[src/design/opc_pkg.sv]
// Constants for the output and power control byte of the clock generator.
package opc_pkg;
  // ----------------------------------------------------------------------
  // Register map
  // ----------------------------------------------------------------------
  localparam logic [7:0] OPC_ADDR_OUTPUT_AND_POWER_CONTROL = 8'h24;
  localparam logic [7:0] OPC_RESET_VALUE = 8'h8c; // Bits 7, 3 and 2 set.
  localparam logic [7:0] OPC_WRITE_MASK = 8'hdf; // Bit 5 is reserved.
  // ----------------------------------------------------------------------
  // Field positions
  // ----------------------------------------------------------------------
  localparam int OPC_BIT_CHIP_SLEEP_CONTROL = 7;
  localparam int OPC_BIT_REF_FREE_RUN = 6;
  localparam int OPC_BIT_RESERVED = 5;
  localparam int OPC_BIT_SINGLE_OUT_ONE_DEFAULT = 4;
  localparam int OPC_BIT_SINGLE_OUT_ONE_SOURCE_SELECT = 3;
  localparam int OPC_BIT_REF_OUT_GATE = 2;
  localparam int OPC_BIT_CHANNEL_THREE_GATE = 1;
  localparam int OPC_BIT_CHANNEL_TWO_GATE = 0;
  // ----------------------------------------------------------------------
  // Synchroniser
  // ----------------------------------------------------------------------
  localparam int OPC_SYNC_INPUTS = 3; // 32k, fourth and fifth divider.
  localparam int OPC_SRC_32K = 0;
  localparam int OPC_SRC_FOURTH_DIVIDER = 1;
  localparam int OPC_SRC_FIFTH_DIVIDER = 2;
endpackage

[src/design/opc_level_sync.sv]
// Three-stage synchroniser that accepts a change once stages two and three agree.
`timescale 1ns/1ps
module opc_level_sync (
  // Clock and reset.
  input wire logic clk_sys,
  input wire logic nrst,
  // Asynchronous level in, settled level out.
  input wire logic async_in,
  output logic level_out
);
  logic stage1;
  logic stage2;
  logic stage3;

  // The first stage feeds only the second, so metastability cannot leak out.
  always_ff @(posedge clk_sys or negedge nrst) begin
    if (!nrst) begin
      stage1 <= 1'b0;
      stage2 <= 1'b0;
      stage3 <= 1'b0;
    end else begin
      stage1 <= async_in;
      stage2 <= stage1;
      stage3 <= stage2;
    end
  end

  // A one-cycle glitch past stage two is filtered because stage three disagrees.
  always_ff @(posedge clk_sys or negedge nrst) begin
    if (!nrst) begin
      level_out <= 1'b0;
    end else if (stage2 == stage3) begin
      level_out <= stage3;
    end
  end
endmodule

[src/design/opc_output_power_control.sv]
// Output and power control byte: register, read-back and output path controls.
`timescale 1ns/1ps
// Contract
// Bit 7 low powers the chip down.
// Bit 6 lets the reference output free-run.
// Bit 4 low selects free-running 32k output.
// Bit 3 picks fourth or fifth divider.
// Bit 2 gates the reference output.
// Bits 1,0 gate fourth divider channels 3,2.
// Reserved bit 5 reads zero, ignores writes.
module opc_output_power_control (
  // Clock and reset.
  input wire logic clk_sys,
  input wire logic nrst,
  // Byte access from the serial configuration engine.
  input wire logic cfg_wr,
  input wire logic cfg_rd,
  input wire logic [7:0] cfg_addr,
  input wire logic [7:0] cfg_wdata,
  output logic [7:0] cfg_rdata,
  output logic cfg_ack,
  // Clock sources from other domains.
  input wire logic clk32k_in,
  input wire logic fourth_output_divider_in,
  input wire logic fifth_output_divider_in,
  // Output path controls.
  output logic chip_power_down,
  output logic ref_out_free_run,
  output logic ref_out_gate,
  output logic single_out_one,
  output logic fourth_divider_channel_three_gate,
  output logic fourth_divider_channel_two_gate
);
  import opc_pkg::*;

  // ----------------------------------------------------------------------
  // Address decode
  // ----------------------------------------------------------------------
  function automatic logic opc_hit(input logic [7:0] addr);
    opc_hit = (addr == OPC_ADDR_OUTPUT_AND_POWER_CONTROL);
  endfunction

  logic [7:0] output_and_power_control;
  logic [OPC_SYNC_INPUTS-1:0] src_async;
  logic [OPC_SYNC_INPUTS-1:0] src_sync;
  logic next_single_out_one;
  logic awake;

  // ----------------------------------------------------------------------
  // Register
  // ----------------------------------------------------------------------
  // Reserved bit is masked on write so it can never reach any output path.
  always_ff @(posedge clk_sys or negedge nrst) begin
    if (!nrst) begin
      output_and_power_control <= OPC_RESET_VALUE;
    end else if (cfg_wr && opc_hit(cfg_addr)) begin
      output_and_power_control <= cfg_wdata & OPC_WRITE_MASK;
    end
  end

  // Reads answer one cycle later; unmapped addresses return zero.
  always_ff @(posedge clk_sys or negedge nrst) begin
    if (!nrst) begin
      cfg_rdata <= 8'h00;
      cfg_ack <= 1'b0;
    end else begin
      cfg_ack <= cfg_wr | cfg_rd;
      if (cfg_rd && opc_hit(cfg_addr)) begin
        cfg_rdata <= output_and_power_control & OPC_WRITE_MASK;
      end else if (cfg_rd) begin
        cfg_rdata <= 8'h00;
      end
    end
  end

  // ----------------------------------------------------------------------
  // Clock source synchronisers
  // ----------------------------------------------------------------------
  assign src_async[OPC_SRC_32K] = clk32k_in;
  assign src_async[OPC_SRC_FOURTH_DIVIDER] = fourth_output_divider_in;
  assign src_async[OPC_SRC_FIFTH_DIVIDER] = fifth_output_divider_in;

  generate
    for (genvar i = 0; i < OPC_SYNC_INPUTS; i++) begin : g_sync
      opc_level_sync u_sync (
        .clk_sys(clk_sys),
        .nrst(nrst),
        .async_in(src_async[i]),
        .level_out(src_sync[i])
      );
    end
  endgenerate

  // ----------------------------------------------------------------------
  // Output paths
  // ----------------------------------------------------------------------
  assign awake = output_and_power_control[OPC_BIT_CHIP_SLEEP_CONTROL];

  // The 32k default keeps running in power-down; it is the low-power clock.
  always_comb begin
    if (!output_and_power_control[OPC_BIT_SINGLE_OUT_ONE_DEFAULT]) begin
      next_single_out_one = src_sync[OPC_SRC_32K];
    end else if (output_and_power_control[OPC_BIT_SINGLE_OUT_ONE_SOURCE_SELECT]) begin
      next_single_out_one = src_sync[OPC_SRC_FOURTH_DIVIDER] & awake;
    end else begin
      next_single_out_one = src_sync[OPC_SRC_FIFTH_DIVIDER] & awake;
    end
  end

  // Every gate drops while the chip sleeps so no divider path toggles.
  always_ff @(posedge clk_sys or negedge nrst) begin
    if (!nrst) begin
      chip_power_down <= 1'b0;
      ref_out_free_run <= 1'b0;
      ref_out_gate <= 1'b0;
      single_out_one <= 1'b0;
      fourth_divider_channel_three_gate <= 1'b0;
      fourth_divider_channel_two_gate <= 1'b0;
    end else begin
      chip_power_down <= !awake;
      ref_out_free_run <= output_and_power_control[OPC_BIT_REF_FREE_RUN] & awake;
      ref_out_gate <= output_and_power_control[OPC_BIT_REF_OUT_GATE] & awake;
      single_out_one <= next_single_out_one;
      fourth_divider_channel_three_gate <=
        output_and_power_control[OPC_BIT_CHANNEL_THREE_GATE] & awake;
      fourth_divider_channel_two_gate <=
        output_and_power_control[OPC_BIT_CHANNEL_TWO_GATE] & awake;
    end
  end
endmodule

[config.mk]
export PLATFORM = sky130hd
export DESIGN_NAME = opc_output_power_control
export DESIGN_NICKNAME = d
export VERILOG_FILES = /design/src/design/opc_pkg.sv /design/src/design/opc_level_sync.sv /design/src/design/opc_output_power_control.sv
export SDC_FILE = /design/constraint.sdc
export NUM_CORES = 1
export LEC_CHECK = 0
export BUFFER_PORTS_ARGS = -buffer_cell sky130_fd_sc_hd__buf_2
export CORE_MARGIN = 5
export CORE_UTILIZATION = 52
export DETAILED_ROUTE_END_ITERATION = 12
export HOLD_SLACK_MARGIN = 0.06
export PLACE_DENSITY = 0.82
export SLEW_MARGIN = 30
export SYNTH_ARGS = -nofsm -noshare
export SYNTH_HDL_FRONTEND = slang
export SYNTH_SLANG_ARGS = --single-unit
export TNS_END_PERCENT = 20
[constraint.sdc]
create_clock -name clk_sys -period 2.1 [get_ports clk_sys]
set_input_delay 0.21 -clock clk_sys [delete_from_list [all_inputs] [get_ports clk_sys]]
set_output_delay 0.21 -clock clk_sys [all_outputs]
set_load 0.1 [all_outputs]
==> results.ini <==
[clocking]
cts_max_level=2
clockBufferDepth=2
clock_latency_ns=0.31
cts_tree=yes
cts_made_buffers=5
cts-root-buf=clkbuf_4
postCtsSetupBuffers=0
clock-sinks=33
cts.clk_slew.worst_paths_ns=0.09
cts.repair.resized=0

[sta]
hold_viol_final=0
drv_slew=0
min_period_ns=1.31
fmaxAchievable_mhz=763
timing.setup.tns_ns=0
skew_ns=0.00228
worst_slew_pin_slew_ns=0.696
setup_violations=0
maxSlewHeadroom_pct=53.6
period_share_pct=62.4
rsz0062_at_grt=false

[worst_setup_path]
critPathKind=register to output port
crit_start=cfg_rdata[2]$_DFFE_PN0P_
endpoint_kind=output port
worstPathRequired_ns=1.89
worst-path-buf-inv=1
crit_path_max_incr_delay_ns=0.43
slowest_stage=buf_2
path_cells=buf_2
crit_family=buffers and inverters
worst_setup_path_start_kind=register
r2r_start=output_and_power_control[3]$_DFFE_PN1P_
arrival_ns=1.10
crit_fanout=2

[min_path]
holdCritStartpoint=cfg_wdata[0]
min_path_type=input pin to register

[global_route]
grt_max_degree=34
grt_pass1_vias=868
grt_use_total_pct=16.0
grt_overflow=0
antenna_found_initial=0
grt_pass1_wl_um=3890

[finish]
fillCellCount=175
layout.nets=148
stdcell_count=153
diodes=0
fin_util_pct=67.2
area_growth_pct=25.0
drive_above_1_share_pct=44.0

[logic_synthesis]
synth_edf_count=0
syn_area_um2=1180
async_reset_ff_share_pct=100
synth_cell_types=15
yosysSeqAreaShare_pct=70.5
yosysWarnings=0
syn_inst=81
synth_top_area_share_pct=63.8
synthMostInstantiatedCell=dfrtp_1
ys.flop_type=dfrtp_1
yosys_register_bits=33
netlist.top_cell.by_area=dfrtp_1
synth_area_leaders=dfrtp_1, dfstp_2, mux2_2
synthesis.nets=104
synth_common_cells=dfrtp_1, inv_1, nand2_1, o22ai_1, mux2_2
syn-mean-instance-area_um2=14.5

[place]
finalWeightedCongestion=0.657
portBuffers=35
place_inst=142
dp_hpwl_um=1560

[power]
p_per_area_nw_per_um2=767
finalPower_mw=1.13
power.leakage_nw=0.712
ir_worst_vdd_mv=0.554

[drt]
dr.pass1.iters=4
drc=0
vias=748
wire_per_inst_um=14.3
via_per_inst=4.89
wl_um=2180
final_antenna_net_count=0
drt_iter0_drc=4

[floorplanning]
initial_utilization_pct=53.7
die_h_um=57.6
die_area_um2=3320
coreArea_um2=2190
rows=17
ioPinCount=38
die_width_um=57.6

[flow_run]
cap_violations=0

[run_status]
outcome=completed

per-layer routing:
metal / part of all wire, % / GRT usage (%)
met5: 0 / 0
met4: 2.2 / 7.95
met3: 5.9 / 5.43
met2: 56 / 27.6
met1: 36 / 17.4
state kept, by name (all words and copies together), names as in the netlist:
register and cells:
single_out_one 1, g_sync.u_sync.level_out 3, g_sync.u_sync.stage2 3, ref_out_gate 1, fourth_divider_channel_two_gate 1, g_sync.u_sync.stage1 3, output_and_power_control 7, cfg_ack 1
g_sync.u_sync.stage3 3, ref_out_free_run 1, fourth_divider_channel_three_gate 1, chip_power_down 1, cfg_rdata 7
kinds of logic (layout without fill, tap and decap cells):
kind of cell	after synthesis	in the layout	share of synthesized area, %
buffers and inverters	11	55	3.83
DFF	33	33	70.5
and+or+nand+nor	17	17	11.1
other	1	1	0.319
muxes	8	8	7.55
adders and majority gates	3	3	2.55
AOI/OAI and AO/OA	8	8	4.25
final cells by class:
type | instances | area [um2] | area share, %
Clock buffer | 7 | 55.1 | 3.74
Inverter | 9 | 33.8 | 2.30
Multi-Input combinational cell | 37 | 303 | 20.6
Tap cell | 28 | 35.0 | 2.38
Timing Repair Buffer | 39 | 215 | 14.6
Sequential cell | 33 | 830 | 56.4
what timing repair did:
action,in CTS,in global routing
hold buffers,4,0
endpoints found under the hold margin,33,0
endpoints found under the setup margin,0,0
path summary, 6_finish.rpt:
kind                                                           end  slack [ns]  cells after the start
max                                                   cfg_rdata[2]        0.79                      1
min                        output_and_power_control[0]$_DFFE_PN0P_        0.13                      2
max reg2reg                               single_out_one$_DFF_PN0_        1.16                      2
min reg2reg                      g_sync[0].u_sync.stage2$_DFF_PN0_        0.35                      0
max in group asynchronous                 cfg_rdata[1]$_DFFE_PN0P_        1.17                      2
min in group asynchronous        g_sync[1].u_sync.stage1$_DFF_PN0_        0.49                      2
metrics by stage:
stage / instance area (um2) / worst slack (ns) / hold slack (ns)
floorplan: 1180 / 0.883 / -0.0856
global placement: 1380 / 0.849 / 0.282
detailed placement: 1380 / 0.809 / 0.289
CTS: 1470 / 0.763 / 0.110
global route: 1470 / 0.723 / 0.0966
finish: 1470 / 0.790 / 0.125
power breakdown:
group | leakage [nW] | internal (mW) | switching [mW] | total, mW
Sequential | 0.411 | 0.662 | 0.0139 | 0.676
Combinational | 0.270 | 0.0377 | 0.0744 | 0.112
Clock | 0.0314 | 0.158 | 0.182 | 0.340
Total | 0.712 | 0.858 | 0.270 | 1.13
placed cells by master (no fill, tap or decap):
cell type and n:
buf_2 35, dfrtp_1 30, inv_1 9, nand2_1 9, o22ai_1 8, mux2_2 7, clkbuf_4 5, and2_1 4
dlygate4sd3_1 4, maj3_1 3, dfstp_2 3, nor4b_4 2, mux2i_1 1, or2_2 1, nand3_4 1, conb_1 1
clkbuf_1 1, clkbuf_8 1
Power figures use the tool's default switching activity.
